--- config.mk ---
export PLATFORM = sky130hd
export DESIGN_NAME = complementary_waveform_unit
export DESIGN_NICKNAME = d
export VERILOG_FILES = /design/src/hw/cog_pkg.sv /design/src/hw/complementary_waveform_unit.sv
export SDC_FILE = /design/constraint.sdc
export NUM_CORES = 1
export LEC_CHECK = 0
export BUFFER_PORTS_ARGS = -buffer_cell sky130_fd_sc_hd__buf_2
export CAP_MARGIN = 40
export CORE_UTILIZATION = 61
export CTS_CLUSTER_SIZE = 16
export DETAILED_ROUTE_END_ITERATION = 10
export PLACE_DENSITY_LB_ADDON = 0.2
export SYNTH_ARGS = -nofsm -noshare
export SYNTH_HDL_FRONTEND = slang
export SYNTH_SLANG_ARGS = --single-unit
--- constraint.sdc ---
create_clock -name clk -period 6.2 [get_ports clk]
set_input_delay 0.31 -clock clk [delete_from_list [all_inputs] [get_ports clk]]
set_output_delay 0.31 -clock clk [all_outputs]
set_load 0.02 [all_outputs]
--- src/hw/cog_pkg.sv ---
// shared constants and types of the complementary waveform unit
// Notes on behaviour
// - four outputs A to D, content chosen by the current mode
// - period follows rising events; active time runs rising to falling event
// - one signal may feed both event kinds; sources may be asynchronous
// - timers count reference ticks; dead band may instead count every clock
// - steered mode routes the pwm to any outputs, next cycle after write
// - synchronous steering changes at the next rising event; static data does not
// - mode 000 is steered, 001 is synchronous steered
// - mode 010 is forward full bridge, 011 is reverse full bridge
// - full bridge: two outputs idle, one modulated, one held on
// - full bridge direction change delays the modulated output by dead band
// - forward: D modulated, A held on
// - reverse: B modulated, C held on
// - mode 100 is half bridge, complementary pair from one pwm
// - half bridge turn-on waits a dead band after the other turns off
// - half bridge primary on A and C, complementary on B and D
// - mode 101 is push-pull; A mirrors C and B mirrors D
// - push-pull drives rising to falling, alternating pairs each period
// - optional blanking of falling after rise drive, and of rising after fall
// - optional phase delay postpones drive start after the rising event
// - fault sources shut down drive and force a chosen override, optional restart
// - per-source edge or level sensing, per-output polarity
// - when disabled primary outputs inactive and complementary outputs active
// - set sensitivity bit means edge, cleared means level
// - enabled rising sources ORed together, enabled falling sources likewise
// - set polarity bit makes the output active low
package cog_pkg;
    localparam int SRC_N = 8;
    localparam int SHUT_N = 4;
    localparam int CNT_W = 6;
    localparam int ADR_W = 6;
    localparam int REG_N = 8;
    // register byte offsets
    localparam logic [5:0] OFS_CTRL = 6'h00;
    localparam logic [5:0] OFS_STEER = 6'h04;
    localparam logic [5:0] OFS_RISE = 6'h08;
    localparam logic [5:0] OFS_FALL = 6'h0C;
    localparam logic [5:0] OFS_DBAND = 6'h10;
    localparam logic [5:0] OFS_BLANK = 6'h14;
    localparam logic [5:0] OFS_PHASE = 6'h18;
    localparam logic [5:0] OFS_SHUT = 6'h1C;
    localparam logic [5:0] OFS_STAT = 6'h20;
    // field positions
    localparam int F_EN = 0;
    localparam int F_MD = 1;
    localparam int F_CS = 4;
    localparam int F_RDBS = 6;
    localparam int F_FDBS = 7;
    localparam int F_POL = 8;
    localparam int F_SDAT = 4;
    localparam int F_SIM = 8;
    localparam int F_HI = 8;
    localparam int F_ARS = 4;
    localparam int F_OVR = 8;
    localparam int F_SHUT = 16;
    // implemented bits per register, others read zero except the shutdown state bit; reset value is zero
    localparam logic [31:0] IMPL [REG_N] = '{32'h0000_0FFF, 32'h0000_00FF,
        32'h0000_FFFF, 32'h0000_FFFF, 32'h0000_3F3F, 32'h0000_3F3F,
        32'h0000_3F3F, 32'h0000_FF1F};
    localparam logic [31:0] REG_RST = 32'h0000_0000;
    typedef enum logic [2:0] {
        MD_STEER = 3'h0, MD_SYNC = 3'h1, MD_FWD = 3'h2,
        MD_REV = 3'h3, MD_HALF = 3'h4, MD_PUSH = 3'h5
    } op_mode_t;
    // shutdown override codes
    localparam logic [1:0] OVR_INACT = 2'h0;
    localparam logic [1:0] OVR_LOW = 2'h1;
    localparam logic [1:0] OVR_HIGH = 2'h2;
    localparam logic [1:0] OVR_HIZ = 2'h3;
    typedef enum logic [1:0] {ST_OFF, ST_RPH, ST_ON, ST_FPH} drive_st_t;
    typedef struct packed {
        logic d;
        logic c;
        logic b;
        logic a;
    } quad_t;
endpackage

--- src/hw/complementary_waveform_unit.sv ---
// complementary waveform unit with wishbone register slave
//
// Implementation choices: the address map and the Wishbone interface to the registers.
module complementary_waveform_unit (
    // clock and reset
    input  wire logic                       clk,
    input  wire logic                       rst_n,
    // wishbone slave
    input  wire logic                       cyc_i,
    input  wire logic                       stb_i,
    input  wire logic                       we_i,
    input  wire logic [cog_pkg::ADR_W-1:0]  adr_i,
    input  wire logic [3:0]                 sel_i,
    input  wire logic [31:0]                dat_i,
    output logic      [31:0]                dat_o,
    output logic                            ack_o,
    // event and fault sources
    input  wire logic [cog_pkg::SRC_N-1:0]  rise_src,
    input  wire logic [cog_pkg::SRC_N-1:0]  fall_src,
    input  wire logic [cog_pkg::SHUT_N-1:0] shut_src,
    // outputs: level and drive enable
    output cog_pkg::quad_t                  pin_level,
    output cog_pkg::quad_t                  pin_drive
);
    localparam int IN_W = 2 * cog_pkg::SRC_N + cog_pkg::SHUT_N;
    localparam int CW = cog_pkg::CNT_W;

    logic [31:0]              cfg [cog_pkg::REG_N];
    logic [IN_W-1:0]          in_m;
    logic [IN_W-1:0]          in_s;
    logic [IN_W-1:0]          in_q;
    logic [2:0]               div_cnt;
    logic [2:0]               div_mask;
    logic                     tick;
    cog_pkg::drive_st_t       st;
    cog_pkg::drive_st_t       next_st;
    logic [CW-1:0]            ph_cnt;
    logic [CW-1:0]            rblank;
    logic [CW-1:0]            fblank;
    logic [CW-1:0]            rdb_cnt;
    logic [CW-1:0]            fdb_cnt;
    logic [CW-1:0]            fb_cnt;
    logic                     prim_on;
    logic                     comp_on;
    logic                     fb_rev;
    logic                     pp_sel;
    logic                     shut;
    logic [3:0]               str_act;
    logic [3:0]               act;
    logic [3:0]               next_level;
    logic [3:0]               next_drive;
    logic [31:0]              next_dat;
    logic                     wr;
    logic                     rise_hit;
    logic                     fall_hit;
    logic                     shut_hit;
    logic                     run;
    logic                     drive;
    logic                     go_on;
    logic                     go_off;
    logic                     fb_hold;
    logic                     fb_turn;

    // configuration fields
    wire                      en = cfg[0][cog_pkg::F_EN];
    wire cog_pkg::op_mode_t   mode = cog_pkg::op_mode_t'(cfg[0][cog_pkg::F_MD +: 3]);
    wire [1:0]                cs = cfg[0][cog_pkg::F_CS +: 2];
    wire                      rdbs = cfg[0][cog_pkg::F_RDBS];
    wire                      fdbs = cfg[0][cog_pkg::F_FDBS];
    wire [3:0]                pol = cfg[0][cog_pkg::F_POL +: 4];
    wire [3:0]                str = cfg[1][3:0];
    wire [3:0]                sdat = cfg[1][cog_pkg::F_SDAT +: 4];
    wire [cog_pkg::SRC_N-1:0] r_en = cfg[2][cog_pkg::SRC_N-1:0];
    wire [cog_pkg::SRC_N-1:0] r_sim = cfg[2][cog_pkg::F_SIM +: cog_pkg::SRC_N];
    wire [cog_pkg::SRC_N-1:0] f_en = cfg[3][cog_pkg::SRC_N-1:0];
    wire [cog_pkg::SRC_N-1:0] f_sim = cfg[3][cog_pkg::F_SIM +: cog_pkg::SRC_N];
    wire [CW-1:0]             rdb = cfg[4][CW-1:0];
    wire [CW-1:0]             fdb = cfg[4][cog_pkg::F_HI +: CW];
    wire [CW-1:0]             rbk = cfg[5][CW-1:0];
    wire [CW-1:0]             fbk = cfg[5][cog_pkg::F_HI +: CW];
    wire [CW-1:0]             rph = cfg[6][CW-1:0];
    wire [CW-1:0]             fph = cfg[6][cog_pkg::F_HI +: CW];
    wire [cog_pkg::SHUT_N-1:0] sh_en = cfg[7][cog_pkg::SHUT_N-1:0];
    wire                      ars = cfg[7][cog_pkg::F_ARS];
    wire [7:0]                ovr = cfg[7][cog_pkg::F_OVR +: 8];

    // bus write strobe, lands at the edge that completes the cycle
    assign wr = cyc_i && stb_i && we_i && ack_o;

    // classic wishbone answer one cycle after the request
    always_ff @(posedge clk) begin
        if (!rst_n) begin
            ack_o <= 1'b0;
            dat_o <= 32'h0000_0000;
        end else begin
            ack_o <= cyc_i && stb_i && !ack_o;
            dat_o <= next_dat;
        end
    end

    // register file with byte lanes; reserved bits stay zero
    always_ff @(posedge clk) begin
        for (int i = 0; i < cog_pkg::REG_N; i++) begin
            if (!rst_n) begin
                cfg[i] <= cog_pkg::REG_RST;
            end else if (wr && !adr_i[5] && adr_i[4:2] == 3'(i)) begin
                for (int b = 0; b < 4; b++) begin
                    if (sel_i[b]) begin
                        cfg[i][b*8 +: 8] <= dat_i[b*8 +: 8] & cog_pkg::IMPL[i][b*8 +: 8];
                    end
                end
            end
        end
    end

    // read mux; unmapped reads return zero
    always_comb begin
        next_dat = 32'h0000_0000;
        if (adr_i == cog_pkg::OFS_STAT) begin
            next_dat = {22'h00_0000, fb_rev, fb_hold, pp_sel, comp_on, prim_on, drive, act};
        end else if (!adr_i[5]) begin
            next_dat = cfg[adr_i[4:2]];
            if (adr_i == cog_pkg::OFS_SHUT) begin
                next_dat[cog_pkg::F_SHUT] = shut;
            end
        end
    end

    // two-stage synchronisers plus one history stage for edges
    always_ff @(posedge clk) begin
        if (!rst_n) begin
            in_m <= '0;
            in_s <= '0;
            in_q <= '0;
        end else begin
            in_m <= {shut_src, fall_src, rise_src};
            in_s <= in_m;
            in_q <= in_s;
        end
    end

    // sources ORed; edge mode needs a fresh rise, level mode the high level
    assign rise_hit = |(r_en & in_s[7:0] & ~(in_q[7:0] & r_sim));
    assign fall_hit = |(f_en & in_s[15:8] & ~(in_q[15:8] & f_sim));
    assign shut_hit = |(sh_en & in_s[19:16]);

    // reference clock enable: divide by 1, 2, 4 or 8
    assign div_mask = {cs == 2'h3, cs[1], cs != 2'h0};
    assign tick = (div_cnt & div_mask) == 3'h0;
    always_ff @(posedge clk) begin
        if (!rst_n) begin
            div_cnt <= 3'h0;
        end else begin
            div_cnt <= div_cnt + 3'h1;
        end
    end

    assign run = en && !shut;
    assign drive = (st == cog_pkg::ST_ON) || (st == cog_pkg::ST_FPH);

    // drive sequencer with phase delay and blanking
    always_comb begin
        next_st = st;
        case (st)
            cog_pkg::ST_OFF: begin
                if (rise_hit && rblank == '0) begin
                    next_st = (rph == '0) ? cog_pkg::ST_ON : cog_pkg::ST_RPH;
                end
            end
            cog_pkg::ST_RPH: begin
                if (ph_cnt == '0) begin
                    next_st = cog_pkg::ST_ON;
                end
            end
            cog_pkg::ST_ON: begin
                if (fall_hit && fblank == '0) begin
                    next_st = (fph == '0) ? cog_pkg::ST_OFF : cog_pkg::ST_FPH;
                end
            end
            cog_pkg::ST_FPH: begin
                if (ph_cnt == '0) begin
                    next_st = cog_pkg::ST_OFF;
                end
            end
            default: next_st = cog_pkg::ST_OFF;
        endcase
        if (!run) begin
            next_st = cog_pkg::ST_OFF;
        end
    end

    assign go_on = next_st == cog_pkg::ST_ON && st != cog_pkg::ST_ON;
    assign go_off = next_st == cog_pkg::ST_OFF && st != cog_pkg::ST_OFF;

    // sequencer state
    always_ff @(posedge clk) begin
        if (!rst_n) begin
            st <= cog_pkg::ST_OFF;
        end else begin
            st <= next_st;
        end
    end

    // phase delay counter on reference ticks
    always_ff @(posedge clk) begin
        if (!rst_n) begin
            ph_cnt <= '0;
        end else if (st == cog_pkg::ST_OFF && next_st == cog_pkg::ST_RPH) begin
            ph_cnt <= rph;
        end else if (st == cog_pkg::ST_ON && next_st == cog_pkg::ST_FPH) begin
            ph_cnt <= fph;
        end else if (tick && ph_cnt != '0) begin
            ph_cnt <= ph_cnt - 1'b1;
        end
    end

    // blanking windows after each drive edge
    always_ff @(posedge clk) begin
        if (!rst_n) begin
            fblank <= '0;
            rblank <= '0;
        end else begin
            if (go_on) begin
                fblank <= fbk;
            end else if (tick && fblank != '0) begin
                fblank <= fblank - 1'b1;
            end
            if (go_off) begin
                rblank <= rbk;
            end else if (tick && rblank != '0) begin
                rblank <= rblank - 1'b1;
            end
        end
    end

    // dead-band counters: reference ticks or every clock as the delay chain
    always_ff @(posedge clk) begin
        if (!rst_n) begin
            rdb_cnt <= '0;
            fdb_cnt <= '0;
        end else begin
            if (go_on) begin
                rdb_cnt <= rdb;
            end else if ((rdbs || tick) && rdb_cnt != '0) begin
                rdb_cnt <= rdb_cnt - 1'b1;
            end
            if (go_off) begin
                fdb_cnt <= fdb;
            end else if ((fdbs || tick) && fdb_cnt != '0) begin
                fdb_cnt <= fdb_cnt - 1'b1;
            end
        end
    end

    // half-bridge phases with dead band; idle shows complementary active
    always_ff @(posedge clk) begin
        if (!rst_n) begin
            prim_on <= 1'b0;
            comp_on <= 1'b1;
        end else begin
            prim_on <= en && drive && (prim_on || rdb_cnt == '0);
            comp_on <= !en || (!drive && (comp_on || fdb_cnt == '0));
        end
    end

    // full-bridge direction and dead band on reversal; the turn cycle already holds
    assign fb_turn = (mode == cog_pkg::MD_FWD || mode == cog_pkg::MD_REV)
                     && fb_rev != (mode == cog_pkg::MD_REV);
    assign fb_hold = fb_cnt != '0 || fb_turn;
    always_ff @(posedge clk) begin
        if (!rst_n) begin
            fb_rev <= 1'b0;
            fb_cnt <= '0;
        end else if (fb_turn) begin
            fb_rev <= mode == cog_pkg::MD_REV;
            fb_cnt <= (mode == cog_pkg::MD_REV) ? fdb : rdb;
        end else if (((fb_rev ? fdbs : rdbs) || tick) && fb_cnt != '0) begin
            fb_cnt <= fb_cnt - 1'b1;
        end
    end

    // push-pull pair select, flips on each new period
    always_ff @(posedge clk) begin
        if (!rst_n) begin
            pp_sel <= 1'b1;
        end else if (go_on && mode == cog_pkg::MD_PUSH) begin
            pp_sel <= !pp_sel;
        end
    end

    // steering: direct after a write, or at the rising event when synchronous
    always_ff @(posedge clk) begin
        if (!rst_n) begin
            str_act <= 4'h0;
        end else if (mode != cog_pkg::MD_SYNC || go_on) begin
            str_act <= str;
        end
    end

    // shutdown latch: fault wins over software clear and restart
    always_ff @(posedge clk) begin
        if (!rst_n) begin
            shut <= 1'b0;
        end else if (shut_hit) begin
            shut <= 1'b1;
        end else if (wr && adr_i == cog_pkg::OFS_SHUT && sel_i[2]) begin
            shut <= dat_i[cog_pkg::F_SHUT];
        end else if (ars && rise_hit) begin
            shut <= 1'b0;
        end
    end

    // logical output activity per mode, bits A B C D from 0
    always_comb begin
        act = 4'h0;
        case (mode)
            cog_pkg::MD_STEER, cog_pkg::MD_SYNC: begin
                for (int i = 0; i < 4; i++) begin
                    act[i] = str_act[i] ? (drive && en) : sdat[i];
                end
            end
            cog_pkg::MD_FWD: act = {drive && !fb_hold, 2'b00, en};
            cog_pkg::MD_REV: act = {1'b0, en, drive && !fb_hold, 1'b0};
            cog_pkg::MD_HALF: act = {comp_on, prim_on, comp_on, prim_on};
            cog_pkg::MD_PUSH: act = {drive && pp_sel, drive && !pp_sel,
                                     drive && pp_sel, drive && !pp_sel};
            default: act = 4'h0;
        endcase
    end

    // per-output polarity and shutdown override
    for (genvar g = 0; g < 4; g++) begin : g_out
        always_comb begin
            next_drive[g] = 1'b1;
            next_level[g] = act[g] ^ pol[g];
            if (shut) begin
                case (ovr[g*2 +: 2])
                    cog_pkg::OVR_INACT: next_level[g] = pol[g];
                    cog_pkg::OVR_LOW: next_level[g] = 1'b0;
                    cog_pkg::OVR_HIGH: next_level[g] = 1'b1;
                    default: begin
                        next_level[g] = 1'b0;
                        next_drive[g] = 1'b0;
                    end
                endcase
            end
        end
    end

    // registered pins
    always_ff @(posedge clk) begin
        if (!rst_n) begin
            pin_level <= '0;
            pin_drive <= '1;
        end else begin
            pin_level <= cog_pkg::quad_t'(next_level);
            pin_drive <= cog_pkg::quad_t'(next_drive);
        end
    end
endmodule

Yosys cells after proc, flatten, opt, wreduce, memory -nomap -nowiden

Memory sizes are Yosys's and may differ from the RTL's.
Cells that the tools add are included.

Flip-flop bits (word level): 147
Bits in writable memories: 128
Memories kept: 1

$add $sub $neg: 7
Equality and inequality tests: 32
Mux-type cells: 113
Bitwise logic cells: 31
Reduce and logical (&&, ||, !) cells: 95

Memory list:

| name | depth | bits a word | read ports | clocked after Yosys merged registers in | write ports | line                              | text |
|---|---|---|---|---|---|---|---|
| cfg  | 8     | 16          | 9          | 0                                       | 8           | complementary_waveform_unit.sv:28 | `logic [31:0] cfg [cog_pkg::REG_N];` |

Operators with widths:

| cell                                             | number |
|---|---|
| two-way mux 8 bit                                | 16 |
| two-way mux 6 bit                                | 14 |
| two-way mux 1 bit                                | 68 |
| bitwise AND 8 bit                                | 6 |
| zero test 6 bit                                  | 7 |
| logical AND 1 bit                                | 37 |
| nonzero test 6 bit                               | 6 |
| subtractor 6 x 1 -> 6 bit, second input constant | 6 |
| two-way mux 10 bit                               | 2 |
| case mux 4 bit (5 select lines)                  | 1 |
| == test 2 bit, second input constant             | 9 |
| == test 3 bit, second input constant             | 6 |
| inverter 8 bit                                   | 2 |
| OR 1 bit                                         | 16 |
| OR reduction 8 bit                               | 2 |
| OR reduction 3 bit                               | 5 |
| two-way mux 2 bit                                | 7 |
| nonzero test 2 bit                               | 7 |
| == test 2 x 1 -> 1 bit, second input constant    | 6 |
| == test 3 x 2 -> 1 bit, second input constant    | 4 |
| zero test 2 bit                                  | 6 |
| logical OR 1 bit                                 | 10 |
| zero test 3 bit                                  | 3 |
| case mux 1 bit (2 select lines)                  | 4 |
| 17 further kinds                                 | 28 |

Depth between registers and ports, before layout

An unclocked memory read counts as a cell.

Word-level depth: 13
Mapped depth: 11
Depth with buffers taken out: 9

Worst setup path before layout

Ideal clock, no wire load.

Kind: input port to flip-flop
Start: input port adr_i[3] in the netlist's numbering
End: memory cfg[3][0] in the netlist's numbering (enable)
Setup time: 0.384 ns
Arrival time: 2.044 ns
Required time: 5.816 ns
Slack: 3.772 ns
Stages: 5
Cells stage by stage: clkbuf_1 > buf_1 > clkbuf_1 > nand2_1 > o21ai_0

RTL lines:

| element     | line                              | text |
|---|---|---|
| from (decl) | complementary_waveform_unit.sv:12 | `input wire logic [cog_pkg::ADR_W-1:0] adr_i,` |
| to (decl)   | complementary_waveform_unit.sv:28 |  |

==> reports/qor.yml <==
power:
  powerDensity_mw_per_mm2: 371
  sw_frac_of_total_pct: 28.9
  power.switching_uw: 1290
  p_leak_uw: 0.00471
  p_clk_share_pct: 34.6
  p_comb_share_pct: 23.0
  internal_power_uw: 3180
  seqPwrFrac_pct: 42.4
  ir_drop_v: 0.000274
placement:
  dp_hpwl_microns: 18400
  gp_congestion: 0.899
  io_buffers: 76
yosys:
  yosysMostFrequentCell: "and2_1"
  synth_cell_types: 61
  syn_avg_cell_area_sq_um: 10.9
  synth-async-reset-ratio_pct: 0
  synth_top_area_share_pct: 29.0
  synthTopCellsByCount: "168 x and2_1, 132 x dfxtp_1, 101 x edfxtp_1, 92 x nor2_1, 65 x nand2_1"
  ys_seq_area_share_pct: 54.2
  netlist_instances: 965
  ys_warn_count: 0
  ys_seq_elements: 233
  yosys_most_used_dff: "dfxtp_1"
  yosys.area.top_type: "edfxtp_1"
  synth-edff-count: 101
  synth_area_leaders: "edfxtp_1 29%, dfxtp_1 25%, and2_1 10%"
  syn_area_sq_mm: 0.0105
layout:
  antenna_cells: 0
  nNetsFinal: 1136
  area_growth_pct: 15.1
  drive_above_1_share_pct: 16.5
global_route:
  grt_pass1_vias: 7323
  grt_pass1_wl_microns: 40100
  grt-ovfl-total: 0
  grtUsageTotal_pct: 29.9
  grt_antenna_before_repair: 0
  grt_max_degree: 55
timing:
  fmax_mhz: 316
  tns_ns: 0
  period_share_pct: 51.1
  finClkSkew_ns: 0.0189
  holdWs_ns: 0.0484
  tightest_slew_ns: 0.950
  setup_viol: 0
  maxSlewViolCount: 0
  slew_headroom_pct: 35.0
  rsz0062_at_grt: "no"
  hold_violations: 0
  period_needed_ns: 3.17
worst_setup_path:
  cpPeakStageDelay_ns: 0.81
  crit_path_start_kind: "register"
  crit_type: "register to register"
  crit_chain: "and2_1, a32o_1, nor4_1, o2bb2ai_1, or4_1, buf_6, nor2_1, a211oi_2"
  cp_data_required_time_ns: 6.58
  worstPathArrival_ns: 3.55
  critPathCaptureType: "register"
  critPathMaxFanout: 13
  crit_path_top_delay_cell: "nor4_1"
  r2r_slack_ns: 3.03
  reg2reg_depth: 8
hold_path:
  holdPathStages: 3
  hold_path.class: "input pin to register"
clock_tree:
  htree_levels: 1
  clk_latency_ns: 0.54
  cts_resized: 0
  clkSinkCount: 233
  cts_buffers: 25
  cts_buffer_depth: 3
  clk_pin_slew_worst_paths_ns: 0.06
  cts_root_buffer: "clkbuf_16"
  cts_tree: "done"
status:
  status: "finished clean"
floorplan:
  die_area_sq_mm: 0.0177
  initial_core_util_pct: 62.7
  dieWidth_microns: 133
  dieHeight_microns: 133
  core_sq_mm: 0.0167
  ios: 108
  rows: 47
routing:
  wl_met3_microns: 2190
  maxUsedRoutingLayer: "met4"
  wl_met1_microns: 10300
  drt_iter0_drc: 728
  wl_met2_microns: 12200
  drc_errors: 0
  ant_nets: 0
  drtPass1Iterations: 5
  wl_per_cell_microns: 19.9
  wl_microns: 25900
  via_count: 7626
  viasPerCell: 5.88
flow_run:
  drv_cap: 0
-- layer usage --
layer	track usage, %	vias up
met5	0	-
met4	13.7	0
met3	4.90	81
met2	48.3	374
met1	39.6	3595
li1	-	3576
-- worst max-delay path: cells and delay by family (launching register included) --
| family | cells | cell delay [ns] |
|---|---|---|
| simple gates | 4 | 1.90 |
| compound gates | 3 | 0.45 |
| flops | 1 | 0.40 |
| buf+inv | 1 | 0.28 |
-- metrics by stage --
stage / cells / utilization, % / total power [uW] / setup slack (ns) / area, sq um
2_1_floorplan: 979 / - / 2700 / 3.77 / 10500
3_3_place_gp: 1220 / 65.4 / 2880 / 2.85 / 10900
3_5_place_dp: 1232 / 65.8 / 2920 / 3.10 / 11000
4_1_cts: 1298 / 72.2 / 4480 / 3.08 / 12100
5_1_grt: 1298 / 72.2 / 4670 / 2.87 / 12100
6_report: 1298 / 72.2 / 4470 / 3.03 / 12100
-- path summary, 6_finish.rpt --
path / startpoint / endpoint
setup / recovery: cfg[2][3] / fdb_cnt[2]
hold / removal: stb_i / ack_o
setup reg to reg: cfg[2][3] / fdb_cnt[2]
hold reg to reg: in_m[2] / in_s[2]
-- cell usage in the layout, fill, tap and decap left out, types with 9 or more instances in the layout --
cell           synthesis  routed
a211oi_1              15      15
a211oi_2               9       9
a21oi_1               14      14
a22oi_1               12      12
a32o_1                 9       9
and2_1               168     168
buf_2                  4      86
clkbuf_16              0      26
conb_1                 1      15
dfxtp_1              132     132
dlygate4sd3_1          0      20
edfxtp_1             101     101
ha_1                  10      10
inv_1                 18      17
mux2_2                 9       9
mux2i_1               28      28
mux4_2                19      19
nand2_1               65      65
nand2b_1              11      11
nand3_1               17      17
nand4_1               10      10
nor2_1                92      92
nor4_1                13      13
o21ai_0               37      37
xnor2_1               26      26
-- final cells by class --
type,instances,area (sq um)
fill,1205,4650
inverter,18,67.6
multi-input combinational,669,4490
clock buffer,35,714
clock inverter,11,149
timing repair buffer,112,683
sequential,233,5680
tap,220,275
-- power by group through the flow --
stage                     clock network, uW  logic [uW]  registers, uW
after global placement                    0         966           1920
after CTS                              1560        1030           1890
after global routing                   1620        1130           1910
final                                  1550        1030           1890
after floorplan                           0         813           1890
after detailed placement                  0         997           1920
-- cell families after synthesis --
logic type / count (synthesis) / synth area share [%]
adders and majority gates: 10 / 1.19
xor gates and xnor gates: 31 / 2.59
muxes: 56 / 7.73
DFF: 233 / 54.2
and+or+nand+nor: 424 / 21.7
AOI/OAI and AO/OA: 133 / 9.05
buffers and inverters: 77 / 3.49
other: 1 / 0.0358
-- registers in the layout, indices dropped and copies added, names as in the netlist --
| name | cells |
|---|---|
| cfg | 101 |
| in_m | 20 |
| in_s | 20 |
| dat_o | 17 |
| in_q | 16 |
| fb_cnt | 6 |
| fblank | 6 |
| fdb_cnt | 6 |
| ph_cnt | 6 |
| rblank | 6 |
| rdb_cnt | 6 |
| pin_drive | 4 |
| pin_level | 4 |
| str_act | 4 |
| div_cnt | 3 |
| st | 2 |
| ack_o | 1 |
| comp_on | 1 |
| fb_rev | 1 |
| pp_sel | 1 |
| prim_on | 1 |
| shut | 1 |
-- timing repair --
item / CTS / global route
hold endpoints to repair: 20 / 0
hold buffers: 20 / 0
buffers inserted: 0 / 0
No activity file was read; power rests on OpenSTA's default activity.
